[config.mk]
export PLATFORM = sky130hd
export DESIGN_NAME = fwsr_ctrl
export DESIGN_NICKNAME = d
export VERILOG_FILES = /design/src/fwsr_pkg.sv /design/src/fwsr_bus_cycle.sv /design/src/fwsr_ctrl.sv
export SDC_FILE = /design/constraint.sdc
export NUM_CORES = 1
export LEC_CHECK = 0
export BUFFER_PORTS_ARGS = -buffer_cell sky130_fd_sc_hd__buf_2
export CORE_UTILIZATION = 33
export DETAILED_ROUTE_END_ITERATION = 8
export GPL_TIMING_DRIVEN = 0
export MAX_ROUTING_LAYER = met4
export PLACE_DENSITY = 0.59
export SLEW_MARGIN = 20
export SYNTH_ARGS = -nofsm -noshare
export SYNTH_HDL_FRONTEND = slang
export SYNTH_SLANG_ARGS = --single-unit
[constraint.sdc]
create_clock -name clk -period 5.6 [get_ports clk]
set_input_delay 0.56 -clock clk [delete_from_list [all_inputs] [get_ports clk]]
set_output_delay 0.56 -clock clk [all_outputs]
set_load 0.03 [all_outputs]
[src/fwsr_pkg.sv]
package fwsr_pkg;
    // ------------------------------------------------------------
    // controller register map (byte addresses, 32-bit words)
    // ------------------------------------------------------------
    localparam logic [7:0] ADDR_CTRL    = 8'h00;
    localparam logic [7:0] ADDR_ADDR    = 8'h04;
    localparam logic [7:0] ADDR_WDATA   = 8'h08;
    localparam logic [7:0] ADDR_STATUS  = 8'h0C;
    localparam logic [7:0] ADDR_RDATA   = 8'h10;

    // ctrl fields (write 1 to start)
    localparam int CTRL_POLL_BIT  = 0;
    localparam int CTRL_WRITE_BIT = 1;
    localparam int CTRL_READ_BIT  = 2;
    localparam int CTRL_BIT_SEL   = 3;   // 0 = in-progress bit, 1 = sector erase bit

    // status fields
    localparam int ST_BUSY        = 0;
    localparam int ST_DONE        = 1;
    localparam int ST_FAIL        = 2;
    localparam int ST_RDY_PIN     = 3;
    localparam int ST_WINDOW      = 4;
    localparam int ST_TLIMIT      = 5;

    // status bit positions on the data bus lines
    localparam int POS_COMPLEMENT_POLL  = 7;
    localparam int POS_IN_PROGRESS      = 6;
    localparam int POS_TIME_LIMIT       = 5;
    localparam int POS_ERASE_WINDOW     = 3;
    localparam int POS_SECTOR_ERASE     = 2;

    // commands
    localparam logic [7:0] CMD_RESET        = 8'hF0;
    localparam logic [7:0] CMD_QUERY        = 8'h98;
    localparam logic [7:0] CMD_SECTOR_ERASE = 8'h30;
    localparam logic [7:0] CMD_ERASE_SUSP   = 8'hB0;

    // ------------------------------------------------------------
    // bus cycle timing
    // ------------------------------------------------------------
    localparam int CLK_NS       = 50;
    localparam int ACCESS_NS    = 100;
    localparam int ACCESS_CYC   = (ACCESS_NS + CLK_NS - 1) / CLK_NS;
    localparam int PULSE_NS     = 100;
    localparam int PULSE_CYC    = (PULSE_NS + CLK_NS - 1) / CLK_NS;
    localparam int RECOVER_NS   = 50;
    localparam int RECOVER_CYC  = (RECOVER_NS + CLK_NS - 1) / CLK_NS;
endpackage

[src/fwsr_bus_cycle.sv]
`timescale 1ns/1ps
// one flash bus cycle: read (oe) or write (we) strobe with recovery
module fwsr_bus_cycle #(
    parameter int ADDR_W = 21,
    parameter int DATA_W = 16
) (
    input  wire logic              clk,
    input  wire logic              rst,
    input  wire logic              start,
    input  wire logic              is_write,
    input  wire logic [ADDR_W-1:0] addr,
    input  wire logic [DATA_W-1:0] wdata,
    output logic                   done,
    output logic [DATA_W-1:0]      rdata,
    output logic                   flash_ce_n,
    output logic                   flash_oe_n,
    output logic                   flash_we_n,
    output logic [ADDR_W-1:0]      flash_addr,
    output logic [DATA_W-1:0]      flash_dq_out,
    output logic                   flash_dq_oe,
    input  wire logic [DATA_W-1:0] flash_dq_in
);
    typedef enum logic [2:0] {
        BC_IDLE   = 3'b001,
        BC_STROBE = 3'b010,
        BC_GAP    = 3'b100
    } fwsr_bc_state_t;

    fwsr_bc_state_t state_ff;
    logic [3:0]     cnt_ff;
    logic           wr_ff;

    localparam logic [3:0] STROBE_LAST = 4'(fwsr_pkg::ACCESS_CYC > fwsr_pkg::PULSE_CYC ?
                                            fwsr_pkg::ACCESS_CYC : fwsr_pkg::PULSE_CYC);
    localparam logic [3:0] GAP_LAST    = 4'(fwsr_pkg::RECOVER_CYC);

    wire cnt_end = (state_ff == BC_STROBE) ? (cnt_ff == STROBE_LAST - 4'h1)
                                           : (cnt_ff == GAP_LAST - 4'h1);

    always_ff @(posedge clk)
    begin
        if (rst)
        begin
            state_ff     <= BC_IDLE;
            cnt_ff       <= 4'h0;
            wr_ff        <= 1'b0;
            done         <= 1'b0;
            rdata        <= '0;
            flash_ce_n   <= 1'b1;
            flash_oe_n   <= 1'b1;
            flash_we_n   <= 1'b1;
            flash_addr   <= '0;
            flash_dq_out <= '0;
            flash_dq_oe  <= 1'b0;
        end
        else
        begin
            done <= 1'b0;
            case (state_ff)
                BC_IDLE:
                begin
                    cnt_ff <= 4'h0;
                    if (start)
                    begin
                        state_ff     <= BC_STROBE;
                        wr_ff        <= is_write;
                        flash_addr   <= addr;
                        flash_dq_out <= wdata;
                        flash_dq_oe  <= is_write;
                        flash_ce_n   <= 1'b0;
                        flash_oe_n   <= is_write;
                        flash_we_n   <= ~is_write;
                    end
                end
                BC_STROBE:
                begin
                    cnt_ff <= cnt_ff + 4'h1;
                    if (cnt_end)
                    begin
                        // chip select and strobe both rise: ends the read or write cycle
                        if (!wr_ff)
                            rdata <= flash_dq_in;
                        flash_ce_n <= 1'b1;
                        flash_oe_n <= 1'b1;
                        flash_we_n <= 1'b1;
                        cnt_ff     <= 4'h0;
                        state_ff   <= BC_GAP;
                    end
                end
                BC_GAP:
                begin
                    flash_dq_oe <= 1'b0;
                    cnt_ff      <= cnt_ff + 4'h1;
                    if (cnt_end)
                    begin
                        done     <= 1'b1;
                        state_ff <= BC_IDLE;
                    end
                end
                default:
                    state_ff <= BC_IDLE;
            endcase
        end
    end
endmodule // fwsr_bus_cycle

[src/fwsr_ctrl.sv]
// The Wishbone register port and the placing of the registers were left to the implementer.
`timescale 1ns/1ps
// Functional notes
// RULE_01: in-progress toggle bit readable at any address once command sequence ends.
// RULE_02: in-progress bit inverts on each read while an algorithm runs.
// RULE_03: all-protected erase toggles 100 us, then array read.
// RULE_04: partly protected erase skips protected sectors silently.
// RULE_05: erase suspend stops the in-progress bit toggling.
// RULE_06: program to protected sector toggles about 2 us.
// RULE_07: erase-suspend program toggles until that program finishes.
// RULE_08: sector erase bit toggles on reads inside selected sectors.
// RULE_09: sector erase bit valid after final write pulse.
// RULE_10: host reads twice; unchanged toggle means done.
// RULE_11: persistent toggle: check time limit, recheck, on failure send reset.
// RULE_12: resumed polling restarts from the first double read.
// RULE_13: time-limit flag high when pulse-count limit exceeded.
// RULE_14: after time-limit failure only status works until reset.
// RULE_15: programming one over zero halts and sets time-limit flag.
// RULE_16: erase-window flag low during time-out, high once erase starts.
// RULE_17: window high ignores commands; low accepts more sector erases.
// RULE_18: host checks erase-window flag around each extra sector erase.
// RULE_19: ready/busy pin low while programming or erasing.
// RULE_20: ready/busy valid after final write strobe.
// RULE_21: query command accepted only in read-like modes.
// RULE_22: reset in query mode returns to the mode left.
// RULE_23: complement-poll bit shows inverse datum during programming.
// RULE_24: during erase time-out other commands return device to read.
// RULE_25: each toggle bit flips once per completed read cycle.
module fwsr_ctrl #(
    parameter int ADDR_W = 21,
    parameter int DATA_W = 16
) (
    input  wire logic              clk,
    input  wire logic              rst,
    // classic wishbone slave
    input  wire logic              wb_cyc_i,
    input  wire logic              wb_stb_i,
    input  wire logic              wb_we_i,
    input  wire logic [7:0]        wb_adr_i,
    input  wire logic [3:0]        wb_sel_i,
    input  wire logic [31:0]       wb_dat_i,
    output logic [31:0]            wb_dat_o,
    output logic                   wb_ack_o,
    // flash pins
    output logic                   flash_ce_n,
    output logic                   flash_oe_n,
    output logic                   flash_we_n,
    output logic [ADDR_W-1:0]      flash_addr,
    output logic [DATA_W-1:0]      flash_dq_out,
    output logic                   flash_dq_oe,
    input  wire logic [DATA_W-1:0] flash_dq_in,
    input  wire logic              ready_busy_pin
);
    // ------------------------------------------------------------
    // poll state machine
    // ------------------------------------------------------------
    typedef enum logic [6:0] {
        PS_IDLE    = 7'b0000001,
        PS_READ1   = 7'b0000010,
        PS_READ2   = 7'b0000100,
        PS_RECHK1  = 7'b0001000,
        PS_RECHK2  = 7'b0010000,
        PS_RESET   = 7'b0100000,
        PS_SINGLE  = 7'b1000000
    } fwsr_poll_state_t;

    fwsr_poll_state_t state_ff;
    logic [ADDR_W-1:0] addr_ff;
    logic [DATA_W-1:0] wdata_ff;
    logic [DATA_W-1:0] first_ff;
    logic [DATA_W-1:0] rdata_ff;
    logic              bit_sel_ff;
    logic              done_ff;
    logic              fail_ff;
    logic              busy_ff;
    logic              rdy_ff;
    logic              window_ff;
    logic              tlimit_ff;
    logic              cyc_start_ff;
    logic              cyc_write_ff;
    logic [ADDR_W-1:0] cyc_addr_ff;
    logic [DATA_W-1:0] cyc_wdata_ff;

    wire               cyc_done;
    wire [DATA_W-1:0]  cyc_rdata;

    fwsr_bus_cycle #(
        .ADDR_W (ADDR_W),
        .DATA_W (DATA_W)
    ) u_cycle (
        .clk          (clk),
        .rst          (rst),
        .start        (cyc_start_ff),
        .is_write     (cyc_write_ff),
        .addr         (cyc_addr_ff),
        .wdata        (cyc_wdata_ff),
        .done         (cyc_done),
        .rdata        (cyc_rdata),
        .flash_ce_n   (flash_ce_n),
        .flash_oe_n   (flash_oe_n),
        .flash_we_n   (flash_we_n),
        .flash_addr   (flash_addr),
        .flash_dq_out (flash_dq_out),
        .flash_dq_oe  (flash_dq_oe),
        .flash_dq_in  (flash_dq_in)
    );

    // ------------------------------------------------------------
    // register decode
    // ------------------------------------------------------------
    wire wb_req    = wb_cyc_i & wb_stb_i & ~wb_ack_o;
    wire wr_ctrl   = wb_req & wb_we_i & (wb_adr_i == fwsr_pkg::ADDR_CTRL) & wb_sel_i[0];
    wire wr_addr   = wb_req & wb_we_i & (wb_adr_i == fwsr_pkg::ADDR_ADDR);
    wire wr_wdata  = wb_req & wb_we_i & (wb_adr_i == fwsr_pkg::ADDR_WDATA);
    wire idle      = (state_ff == PS_IDLE);
    wire go_poll   = wr_ctrl & idle & wb_dat_i[fwsr_pkg::CTRL_POLL_BIT];
    wire go_write  = wr_ctrl & idle & wb_dat_i[fwsr_pkg::CTRL_WRITE_BIT];
    wire go_read   = wr_ctrl & idle & wb_dat_i[fwsr_pkg::CTRL_READ_BIT];
    wire go_any    = go_poll | go_write | go_read;

    wire [ADDR_W-1:0] addr_next  = wr_addr ? wb_dat_i[ADDR_W-1:0] : addr_ff;
    wire [DATA_W-1:0] wdata_next = wr_wdata ? wb_dat_i[DATA_W-1:0] : wdata_ff;

    wire [31:0] status_word = {26'h0, tlimit_ff, window_ff, rdy_ff, fail_ff, done_ff, busy_ff};
    wire [31:0] rd_mux =
        (wb_adr_i == fwsr_pkg::ADDR_CTRL)   ? {31'h0, bit_sel_ff} << fwsr_pkg::CTRL_BIT_SEL :
        (wb_adr_i == fwsr_pkg::ADDR_ADDR)   ? 32'(addr_ff) :
        (wb_adr_i == fwsr_pkg::ADDR_WDATA)  ? 32'(wdata_ff) :
        (wb_adr_i == fwsr_pkg::ADDR_STATUS) ? status_word :
        (wb_adr_i == fwsr_pkg::ADDR_RDATA)  ? 32'(rdata_ff) : 32'h0;

    // toggle compare on the selected bit
    wire tpos_first = bit_sel_ff ? first_ff[fwsr_pkg::POS_SECTOR_ERASE]
                                 : first_ff[fwsr_pkg::POS_IN_PROGRESS];
    wire tpos_now   = bit_sel_ff ? cyc_rdata[fwsr_pkg::POS_SECTOR_ERASE]
                                 : cyc_rdata[fwsr_pkg::POS_IN_PROGRESS];
    wire toggling   = tpos_first ^ tpos_now;                         // [RULE_02] [RULE_08] [RULE_25]
    wire limit_hit  = cyc_rdata[fwsr_pkg::POS_TIME_LIMIT];           // [RULE_13] [RULE_15]

    // ------------------------------------------------------------
    // wishbone answer, one cycle after request
    // ------------------------------------------------------------
    always_ff @(posedge clk)
    begin
        if (rst)
        begin
            wb_ack_o <= 1'b0;
            wb_dat_o <= 32'h0;
            addr_ff  <= '0;
            wdata_ff <= '0;
        end
        else
        begin
            wb_ack_o <= wb_req;
            wb_dat_o <= wb_req ? rd_mux : 32'h0;
            addr_ff  <= addr_next;
            wdata_ff <= wdata_next;
        end
    end

    // ------------------------------------------------------------
    // sequencing
    // ------------------------------------------------------------
    always_ff @(posedge clk)
    begin
        if (rst)
        begin
            state_ff     <= PS_IDLE;
            first_ff     <= '0;
            rdata_ff     <= '0;
            bit_sel_ff   <= 1'b0;
            done_ff      <= 1'b0;
            fail_ff      <= 1'b0;
            busy_ff      <= 1'b0;
            rdy_ff       <= 1'b1;
            window_ff    <= 1'b0;
            tlimit_ff    <= 1'b0;
            cyc_start_ff <= 1'b0;
            cyc_write_ff <= 1'b0;
            cyc_addr_ff  <= '0;
            cyc_wdata_ff <= '0;
        end
        else
        begin
            cyc_start_ff <= 1'b0;
            rdy_ff       <= ready_busy_pin;                          // [RULE_19] [RULE_20]
            if (go_any)
            begin
                // every poll begins with a fresh double read
                busy_ff      <= 1'b1;
                done_ff      <= 1'b0;
                fail_ff      <= 1'b0;
                bit_sel_ff   <= wb_dat_i[fwsr_pkg::CTRL_BIT_SEL];
                cyc_start_ff <= 1'b1;
                cyc_write_ff <= go_write;
                cyc_addr_ff  <= addr_next;
                cyc_wdata_ff <= wdata_next;
                state_ff     <= go_poll ? PS_READ1 : PS_SINGLE;     // [RULE_12]
            end
            else if (cyc_done)
            begin
                case (state_ff)
                    PS_READ1, PS_RECHK1:
                    begin
                        first_ff     <= cyc_rdata;
                        cyc_start_ff <= 1'b1;
                        state_ff     <= (state_ff == PS_READ1) ? PS_READ2 : PS_RECHK2;
                    end
                    PS_READ2:
                    begin
                        rdata_ff  <= cyc_rdata;
                        window_ff <= cyc_rdata[fwsr_pkg::POS_ERASE_WINDOW]; // [RULE_16] [RULE_18]
                        tlimit_ff <= limit_hit;
                        if (!toggling)
                        begin
                            done_ff  <= 1'b1;                        // [RULE_10]
                            busy_ff  <= 1'b0;
                            state_ff <= PS_IDLE;
                        end
                        else if (limit_hit)
                        begin
                            cyc_start_ff <= 1'b1;                    // [RULE_11]
                            state_ff     <= PS_RECHK1;
                        end
                        else
                        begin
                            // keep polling; software may read status meanwhile
                            cyc_start_ff <= 1'b1;
                            state_ff     <= PS_READ1;
                        end
                    end
                    PS_RECHK2:
                    begin
                        rdata_ff <= cyc_rdata;
                        if (!toggling)
                        begin
                            done_ff  <= 1'b1;
                            busy_ff  <= 1'b0;
                            state_ff <= PS_IDLE;
                        end
                        else
                        begin
                            // failed algorithm: only a reset frees the device
                            fail_ff      <= 1'b1;                    // [RULE_11] [RULE_14]
                            cyc_write_ff <= 1'b1;
                            cyc_wdata_ff <= DATA_W'(fwsr_pkg::CMD_RESET);
                            cyc_start_ff <= 1'b1;
                            state_ff     <= PS_RESET;
                        end
                    end
                    PS_RESET:
                    begin
                        done_ff  <= 1'b1;
                        busy_ff  <= 1'b0;
                        state_ff <= PS_IDLE;
                    end
                    PS_SINGLE:
                    begin
                        if (!cyc_write_ff)
                            rdata_ff <= cyc_rdata;
                        done_ff  <= 1'b1;
                        busy_ff  <= 1'b0;
                        state_ff <= PS_IDLE;
                    end
                    default:
                        state_ff <= PS_IDLE;
                endcase
            end
        end
    end
endmodule // fwsr_ctrl

Word level (Yosys, flattened, before mapping) --
Index checks and enable logic that the tools add are counted.
Storage, ports and cells: register bits after elaboration 212, output and inout bits 74, word-level logic and storage cells 157
Cells by class: eq/ne operators 21, multiplexer cells 53, bitwise gates (word level) 20, reductions and logical operators 31, $add $sub $neg 1
Operator list (count):
- $mux W16 | 9
- $mux W21 | 2
- $pmux W16 S2 | 1
- $reduce_and A3 Y1 | 9
- $mux W7 | 3
- $mux W1 | 19
- $pmux W6 S3 | 1
- $eq A8 B4 Y1 const B | 2
- $mux W4 | 4
- $pmux W1 S2 | 7
- $reduce_bool A2 Y1 | 7
- $pmux W4 S3 | 1
- $reduce_or A2 Y1 | 6
- $and A1 B1 Y1 | 11
- $mux W3 | 3
- $pmux W3 S3 | 1
- $eq A8 B3 Y1 const B | 1
- $eq A8 B5 Y1 const B | 1
- $logic_not A8 Y1 | 1
- $eq A7 B1 Y1 const B | 1
- $eq A7 B2 Y1 const B | 1
- $eq A7 B3 Y1 const B | 1
- $eq A7 B4 Y1 const B | 1
- $eq A7 B5 Y1 const B | 1
- 21 further kinds | 32

Depth between registers and ports, before layout --
Gate-level depths: netlist (run 1).
depth after elaboration 11, gate-level depth with buffers 9

By module --
A second synthesis (run 1) with hierarchy kept.
Second synthesis, totals: cell total of the unflattened synthesis 915, area, all modules 8272.9 um^2
Modules (own cells, without submodules):
- fwsr_ctrl | times used 1, sequential area each 2602.5 um^2, cells each 593, area each 5521.5 um^2
- fwsr_bus_cycle | times used 1, sequential area each 1321.3 um^2, cells each 322, area each 2751.4 um^2

Worst setup path after synthesis (run 1) --
OpenSTA, ideal clock, no wires.
path kind input to register, start point in wb_adr_i[1], end point reg state_ff[1], stages 6, setup slack 3.414 ns, buffers on the path 1, arrival time 2.055 ns, path through nor4_1 > nand4_2 > or3_4 > buf_6 > a221oi_2 > nor3_1
On the way: word-level cells in the longest chain between the ends 8, elaborated cells on any way between the ends 12, those cells by class 2 x mux; 8 x bitwise; 2 x reduce/logical
RTL lines:
- start: declaration | RTL line fwsr_ctrl.sv:39 | input wire logic [7:0] wb_adr_i,
- $logic_not A8 Y1 * | RTL line fwsr_ctrl.sv:112 | wire wr_ctrl = wb_req & wb_we_i & (wb_adr_i == fwsr_pkg::ADDR_CTRL) & wb_sel_i[0];
- $and A1 B1 Y1 * (2 in a row) | RTL line fwsr_ctrl.sv:112
- $and A1 B1 Y1 * | RTL line fwsr_ctrl.sv:116, fwsr_ctrl.sv:117, fwsr_ctrl.sv:118
- $and A1 B1 Y1 (on tied branches) | RTL line fwsr_ctrl.sv:116, fwsr_ctrl.sv:117
- $or A1 B1 Y1 (2 in a row) | RTL line fwsr_ctrl.sv:119 | wire go_any = go_poll | go_write | go_read;
- $mux W7 or $reduce_bool A2 Y1 (tied branches)
- end signal: assignment | RTL line fwsr_ctrl.sv:198 | state_ff <= go_poll ? PS_READ1 : PS_SINGLE;
- end signal: assignment | RTL line fwsr_ctrl.sv:207 | state_ff <= (state_ff == PS_READ1) ? PS_READ2 : PS_RECHK2;
- end: declaration | RTL line fwsr_ctrl.sv:67 | fwsr_poll_state_t state_ff;
Mark *: on every way between the ends. The rest lies on a longest branch, timed or not. A chain may end at the register's enable or synchronous reset.

Worst setup path after layout (run 1) --
start point in wb_adr_i[1], end point reg wb_dat_o[15]
On the way: word-level cells in the longest chain between the ends 5, elaborated cells on any way between the ends 10, those cells by class 4 x eq/ne; 4 x mux; 2 x reduce/logical
RTL lines:
- $eq A8 B5 Y1 | RTL line fwsr_ctrl.sv:130 | (wb_adr_i == fwsr_pkg::ADDR_RDATA) ? 32'(rdata_ff) : 32'h0;
- $mux W16 | RTL line fwsr_ctrl.sv:130
- $mux W16 | RTL line fwsr_ctrl.sv:129 | (wb_adr_i == fwsr_pkg::ADDR_STATUS) ? status_word :
- $mux W16 | RTL line fwsr_ctrl.sv:128 | (wb_adr_i == fwsr_pkg::ADDR_WDATA) ? 32'(wdata_ff) :
- $mux W21 | RTL line fwsr_ctrl.sv:127 | (wb_adr_i == fwsr_pkg::ADDR_ADDR) ? 32'(addr_ff) :
- end signal: assignment | RTL line fwsr_ctrl.sv:155 | wb_dat_o <= wb_req ? rd_mux : 32'h0;
- end: declaration | RTL line fwsr_ctrl.sv:42 | output logic [31:0] wb_dat_o,
Parallel ways exist; a longest one is shown, timed or not.

==> impl_metrics.env, run 1 <==
export IMPL_powerDensity_mw_per_mm2=298
export IMPL_period_needed_ns=2.50
export IMPL_path_clk_slew_ns=0.07
export IMPL_grt_total_usage=0.191
export IMPL_hold_class="in -> reg"
export IMPL_cts_tree="done"
export IMPL_numPortBuffers=113
export IMPL_final_hold_violation_count=0
export IMPL_path_class="in -> reg"
export IMPL_initial_core_util=0.341
export IMPL_skew_ns=0.0104
export IMPL_p_comb_frac=0.031
export IMPL_synth_top_cells_by_count="196 x dfxtp_1, 178 x nand2_1, 88 x a21oi_1"
export IMPL_crit_cells=7
export IMPL_die_y_um=153
export IMPL_drt_iter0_markers=549
export IMPL_synth_cells=845
export IMPL_synthesis_area_mm2=0.00753
export IMPL_wire_per_inst_um=16.5
export IMPL_post_route_period_util=0.446
export IMPL_insertion_delay_ns=0.44
export IMPL_clock_path_buffers=2
export IMPL_synthFlopType="dfxtp_1"
export IMPL_crit_chain="buf_2 > nor4_1 > and3_1 > clkbuf_1 > clkbuf_1 > a22oi_1 > o21ai_0"
export IMPL_die_area_mm2=0.0234
export IMPL_routabilityCongestion=0.848
export IMPL_ys_ff_latch=196
export IMPL_root_buffer="clkbuf_16"
export IMPL_drive_above_1_share=0.179
export IMPL_p_int_mw=2.06
export IMPL_synth_area_top_cells="dfxtp_1 52%, nand2_1 8.9%, mux2i_1 8.0%"
export IMPL_total_power_mw=2.70
export IMPL_p_sw_frac=0.237
export IMPL_worstMarginPinSlew_ns=0.858
export IMPL_final_util=0.410
export IMPL_grt_pass1_vias=5948
export IMPL_fillers=2251
export IMPL_critPathTopFamily="simple AND/OR/NAND/NOR gates"
export IMPL_cts_hold_buf=0
export IMPL_status="completed"
export IMPL_finalMaxSlewViolations=0
export IMPL_maxCapViolations=0
export IMPL_wl_um=21200
export IMPL_p_leak_nw=3.75
export IMPL_vias=6307
export IMPL_drc_errors=0
export IMPL_peakVddDrop_mv=0.160
export IMPL_crit_top_cell="clkbuf_1"
export IMPL_dp_hpwl_um=16100
export IMPL_antenna_left=0
export IMPL_grt_setup_unrepaired="false"
export IMPL_grt_pass1_wl_um=33200
export IMPL_synth_top_cell_by_area="dfxtp_1"
export IMPL_synth_top_area_share=0.521
export IMPL_fin_nets=1056
export IMPL_ys_types=60
export IMPL_io_pins=140
export IMPL_yosysSeqAreaShare=0.521
export IMPL_clkPwrFrac=0.452
export IMPL_yosysWarnings=0
export IMPL_num_rows=54
export IMPL_synth_avg_cell_area_um2=8.91
export IMPL_htree_levels=4
export IMPL_hold_worst_slack_ns=0.319
export IMPL_finalSetupTns_ns=0
export IMPL_coreArea_mm2=0.0221
export IMPL_cts_resized=0
export IMPL_crit_path_top_delay_cell="nor4_1"
export IMPL_syn_to_final_growth_pct=20.4
export IMPL_end_kind="flip-flop"
export IMPL_setup_viol=0
export IMPL_switchingPower_mw=0.639
export IMPL_max_freq_mhz=400
export IMPL_slew_headroom=0.428
export IMPL_viasPerCell=4.92
export IMPL_cts_buffers=17
export IMPL_arrival_ns=2.80
export IMPL_synth_most_common_cell="dfxtp_1"
export IMPL_first_pass_iters=5
export IMPL_place_inst=1248
export IMPL_synthArstFlopShare=0
export IMPL_fin_cells=1282
export IMPL_grt_overflow_total=0
export IMPL_startpoint_type="input port"
export IMPL_antenna_found_initial=2
export IMPL_worstPathRequired_ns=5.90
export IMPL_cpPeakStageDelay_ns=0.66
export IMPL_die_w_um=153
export IMPL_hold_depth=2
export IMPL_seqPwrFrac=0.517
export IMPL_clkSinkCount=196
export IMPL_grt_max_degree=19
export IMPL_cp_buffers_inverters=3
export IMPL_synth_edff_count=0
export IMPL_post_cts_setup_buffers=0
export IMPL_reg2regPathDepth=7
export IMPL_cp_max_fo=10
## power by group through the flow
stage | Sequential, mW | Combinational [mW] | Clock, mW
6_report | 1.39 | 0.0841 | 1.22
5_1_grt | 1.39 | 0.0901 | 1.30
4_1_cts | 1.39 | 0.0841 | 1.23
3_5_place_dp | 1.43 | 0.0838 | 0
3_3_place_gp | 1.43 | 0.0847 | 0
2_1_floorplan | 1.43 | 0.0418 | 0
## layout by cell type, fill, tap and decap left out, drive strengths merged, types with 12 or more instances in the layout
master / Yosys / final
buf: 25 / 138
and3: 14 / 14
nor2: 57 / 57
a21o: 12 / 12
a22oi: 12 / 12
o21ai: 43 / 43
dfxtp: 196 / 196
clkbuf: 46 / 64
inv: 8 / 17
nand2: 178 / 178
mux2i: 60 / 60
a21oi: 88 / 88
nor3: 15 / 15
## cell families (layout without fill, tap and decap cells)
| logic type | after synthesis | after routing | share of synthesized area |
|---|---|---|---|
| AND/OR/NAND/NOR | 313 | 313 | 0.187 |
| flip-flops | 196 | 196 | 0.521 |
| other | 1 | 13 | 0.000498 |
| buffers and inverters | 79 | 224 | 0.0497 |
| multiplexers | 60 | 60 | 0.0798 |
| XOR/XNOR | 8 | 8 | 0.00931 |
| adder cells (fa/ha/maj) | 3 | 3 | 0.00499 |
| AO/OA/AOI/OAI | 185 | 185 | 0.148 |
## state kept, by name, indices dropped and copies added, names as in the netlist, 2 cells and up
name,cells
rdata_ff,16
u_cycle.cnt_ff,4
first_ff,2
addr_ff,21
u_cycle.state_ff,3
u_cycle.rdata,16
state_ff,7
cyc_wdata_ff,16
wb_dat_o,21
wdata_ff,16
cyc_addr_ff,21
u_cycle.flash_dq_out,16
u_cycle.flash_addr,21
## final timing paths
path	from	end	slack (ns)
max reg2reg	state_ff[4]	cyc_addr_ff[20]	3.19
max	wb_adr_i[1]	wb_dat_o[15]	3.10
min	ready_busy_pin	rdy_ff	0.32
min reg2reg	fail_ff	fail_ff	0.45
## metrics by stage
| step | instance area (µm²) | worst slack, ns |
|---|---|---|
| final | 9060 | 3.10 |
| after global routing | 9060 | 2.95 |
| after CTS | 9060 | 3.12 |
| after detailed placement | 8480 | 2.72 |
| after global placement | 8480 | 2.78 |
| after floorplan | 7560 | 3.41 |
## layout make-up
cell class	instances	area, µm²	share of cell area
tap	280	350	0.0387
antenna	2	5.00	0.000552
clock buffer	18	439	0.0485
timing repair buffer	113	566	0.0624
inverter	8	30.0	0.00331
clock inverter	14	139	0.0153
buffer	71	344	0.0380
multi-input combinational	580	3270	0.360
sequential	196	3920	0.433
## layer usage
layer | vias up | part of all wire | global-route usage
met5 | - | 0 | -
met4 | 0 | 0.015 | 0.0606
met3 | 23 | 0.046 | 0.0343
met2 | 159 | 0.45 | 0.288
met1 | 2973 | 0.49 | 0.258
li1 | 3152 | - | -
Note: power is estimated with default switching activity, not from simulation.
==> run 2, diff against run 1 <==
Settings changed: PLACE_DENSITY 0.59 to 0.61.
Clock period 5.6 ns to 2.2 ns, I/O delays scaled along.
==> run 2 against run 1 <==
Compared with the run above:
- non-clock buffer count up 5
- clock skew down 0.0020 ns
- sequential power rose to 2.6 times the previous value
- clock power up 140%
- global-route usage up 0.22 points
- sequential share of layout area down 0.25 points
- first-iteration DRC count down 8.4%
- wire length up 1.7%
- final area up 0.61%
- setup slack worse by 3.0 ns
- sequential cell count unchanged
==> impl_metrics.env, run 2 (synthesized netlist as in run 1, its figures left out) <==
export IMPL_status="completed"
export IMPL_post_route_period_util=0.956
export IMPL_grt_max_degree=17
export IMPL_r2r_slack_ns=0.1
export IMPL_cp_max_fo=10
export IMPL_final_cell_mix="195 x dfxtp_1, 178 x nand2_1, 120 x buf_2, 88 x a21oi_1, 60 x mux2i_1"
export IMPL_powerDensity_mw_per_mm2=739
export IMPL_hold_class="in -> reg"
export IMPL_place_area_mm2=0.00848
export IMPL_antenna_found_initial=1
export IMPL_worstMarginPinSlew_ns=0.861
export IMPL_startpoint_type="flip-flop"
export IMPL_fin_nets=1061
export IMPL_end_kind="flip-flop"
export IMPL_grtUsageMet1=0.256
export IMPL_peakVddDrop_mv=0.408
export IMPL_syn_to_final_growth_pct=21.1
export IMPL_drt_iter0_markers=503
export IMPL_max_freq_mhz=475
export IMPL_skew_ns=0.00840
export IMPL_maxCapViolations=0
export IMPL_p_leak_nw=3.81
export IMPL_mostFrequentLayoutCell="dfxtp_1"
export IMPL_path_clk_slew_ns=0.06
export IMPL_path_class="reg -> reg"
export IMPL_cp_endpoint="cyc_addr_ff[14]"
export IMPL_grt_overflow_total=0
export IMPL_setup_viol=0
export IMPL_vias=6395
export IMPL_drc_errors=0
export IMPL_pre_cts_slack_ns=-0.302
export IMPL_finalSetupTns_ns=0
export IMPL_arrival_ns=2.41
export IMPL_grt_total_usage=0.193
export IMPL_die_w_um=153
export IMPL_root_buffer="clkbuf_16"
export IMPL_viasPerCell=4.98
export IMPL_clock_path_buffers=2
export IMPL_total_power_mw=6.74
export IMPL_grt_pass1_wl_um=33600
export IMPL_die_y_um=153
export IMPL_hold_depth=3
export IMPL_clkSinkCount=196
export IMPL_num_rows=54
export IMPL_grt_setup_unrepaired="false"
export IMPL_slew_headroom=0.426
export IMPL_initial_core_util=0.341
export IMPL_cts_buffers=17
export IMPL_routabilityCongestion=0.877
export IMPL_reg2reg_from="wb_ack_o"
export IMPL_numPortBuffers=113
export IMPL_reg2regPathDepth=5
export IMPL_fillers=2207
export IMPL_insertion_delay_ns=0.43
export IMPL_die_area_mm2=0.0234
export IMPL_wire_per_inst_um=16.8
export IMPL_antenna_left=0
export IMPL_finalInstanceArea_mm2=0.00912
export IMPL_drive_above_1_share=0.196
export IMPL_worstPathRequired_ns=2.51
export IMPL_postLayoutSetupSlackWorst_ns=0.0962
export IMPL_dp_hpwl_um=16100
export IMPL_first_pass_iters=5
export IMPL_grt_pass1_vias=6119
export IMPL_worstSetupStartpoint="wb_ack_o"
export IMPL_period_needed_ns=2.10
export IMPL_io_pins=140
export IMPL_cts_tree="done"
export IMPL_use_met2=0.296
export IMPL_htree_levels=4
export IMPL_met3_usage=0.0405
export IMPL_coreArea_mm2=0.0221
export IMPL_finalMaxSlewViolations=0
export IMPL_r2r_end="cyc_addr_ff[14]"
export IMPL_busiest_layer="met2"
export IMPL_final_hold_violation_count=0
export IMPL_wl_um=21600
-- run 2: changes by cell type in the layout (fill, tap and decap cells not counted), moves of 4 or more --
cell and delta:
buf_4 +8, clkbuf_1 -8, clkbuf_2 +6, inv_6 -4
-- run 2: timing repair --
action / 4_1_cts / 5_1_grt
hold endpoints to repair: 1 / 0
buffers inserted: 1 / 6
resized for setup: 5 / 13
hold buffers: 1 / 0
pin swaps: 1 / 2
endpoints found under the setup margin: 51 / 70
-- run 2: worst min-delay path by stage --
stage                          from                end  slack (ns)
finish               flash_dq_in[7]   u_cycle.rdata[7]        0.02
global route         flash_dq_in[4]   u_cycle.rdata[4]        0.02
CTS                 flash_dq_in[14]  u_cycle.rdata[14]       0.009
detailed placement   ready_busy_pin             rdy_ff        0.42
global placement     ready_busy_pin             rdy_ff        0.42
floorplan            ready_busy_pin             rdy_ff        0.32
-- run 2: final cells by class --
| cell class | count | area, µm² | area share |
|---|---|---|---|
| clock buffer | 18 | 439 | 0.0482 |
| sequential | 196 | 3930 | 0.430 |
| antenna | 1 | 2.50 | 0.000274 |
| inverter | 8 | 30.0 | 0.00329 |
| tap | 280 | 350 | 0.0384 |
| clock inverter | 11 | 105 | 0.0115 |
| multi-input combinational | 580 | 3290 | 0.361 |
| timing repair buffer | 121 | 628 | 0.0689 |
| buffer | 68 | 344 | 0.0377 |
-- run 2: stage by stage --
stage | util | hold WS (ns) | std cells
floorplan | - | 0.324 | 855
global placement | 0.384 | 0.425 | 1248
detailed placement | 0.384 | 0.421 | 1248
CTS | 0.410 | 0.00923 | 1279
global route | 0.413 | 0.0157 | 1283
finish | 0.413 | 0.0214 | 1283
-- run 2: worst max-delay path, stage by stage, from the launching register on --
cell     delay [ns]
dfxtp_1        0.34
and4b_1        0.27
nand4_1        0.20
buf_1          0.68
mux2i_1        0.40
a21oi_1        0.10
-- run 2: report_power, final --
part / switching, mW / internal, mW
clock: 1.38 / 1.59
sequential: 0.000914 / 3.55
combinational: 0.154 / 0.0672
total: 1.54 / 5.20
-- run 2: per-layer routing --
layer,routed length (µm),share of wire
met1,10400,0.48
met2,9780,0.45
met3,1070,0.049
met4,357,0.017
met5,0,0
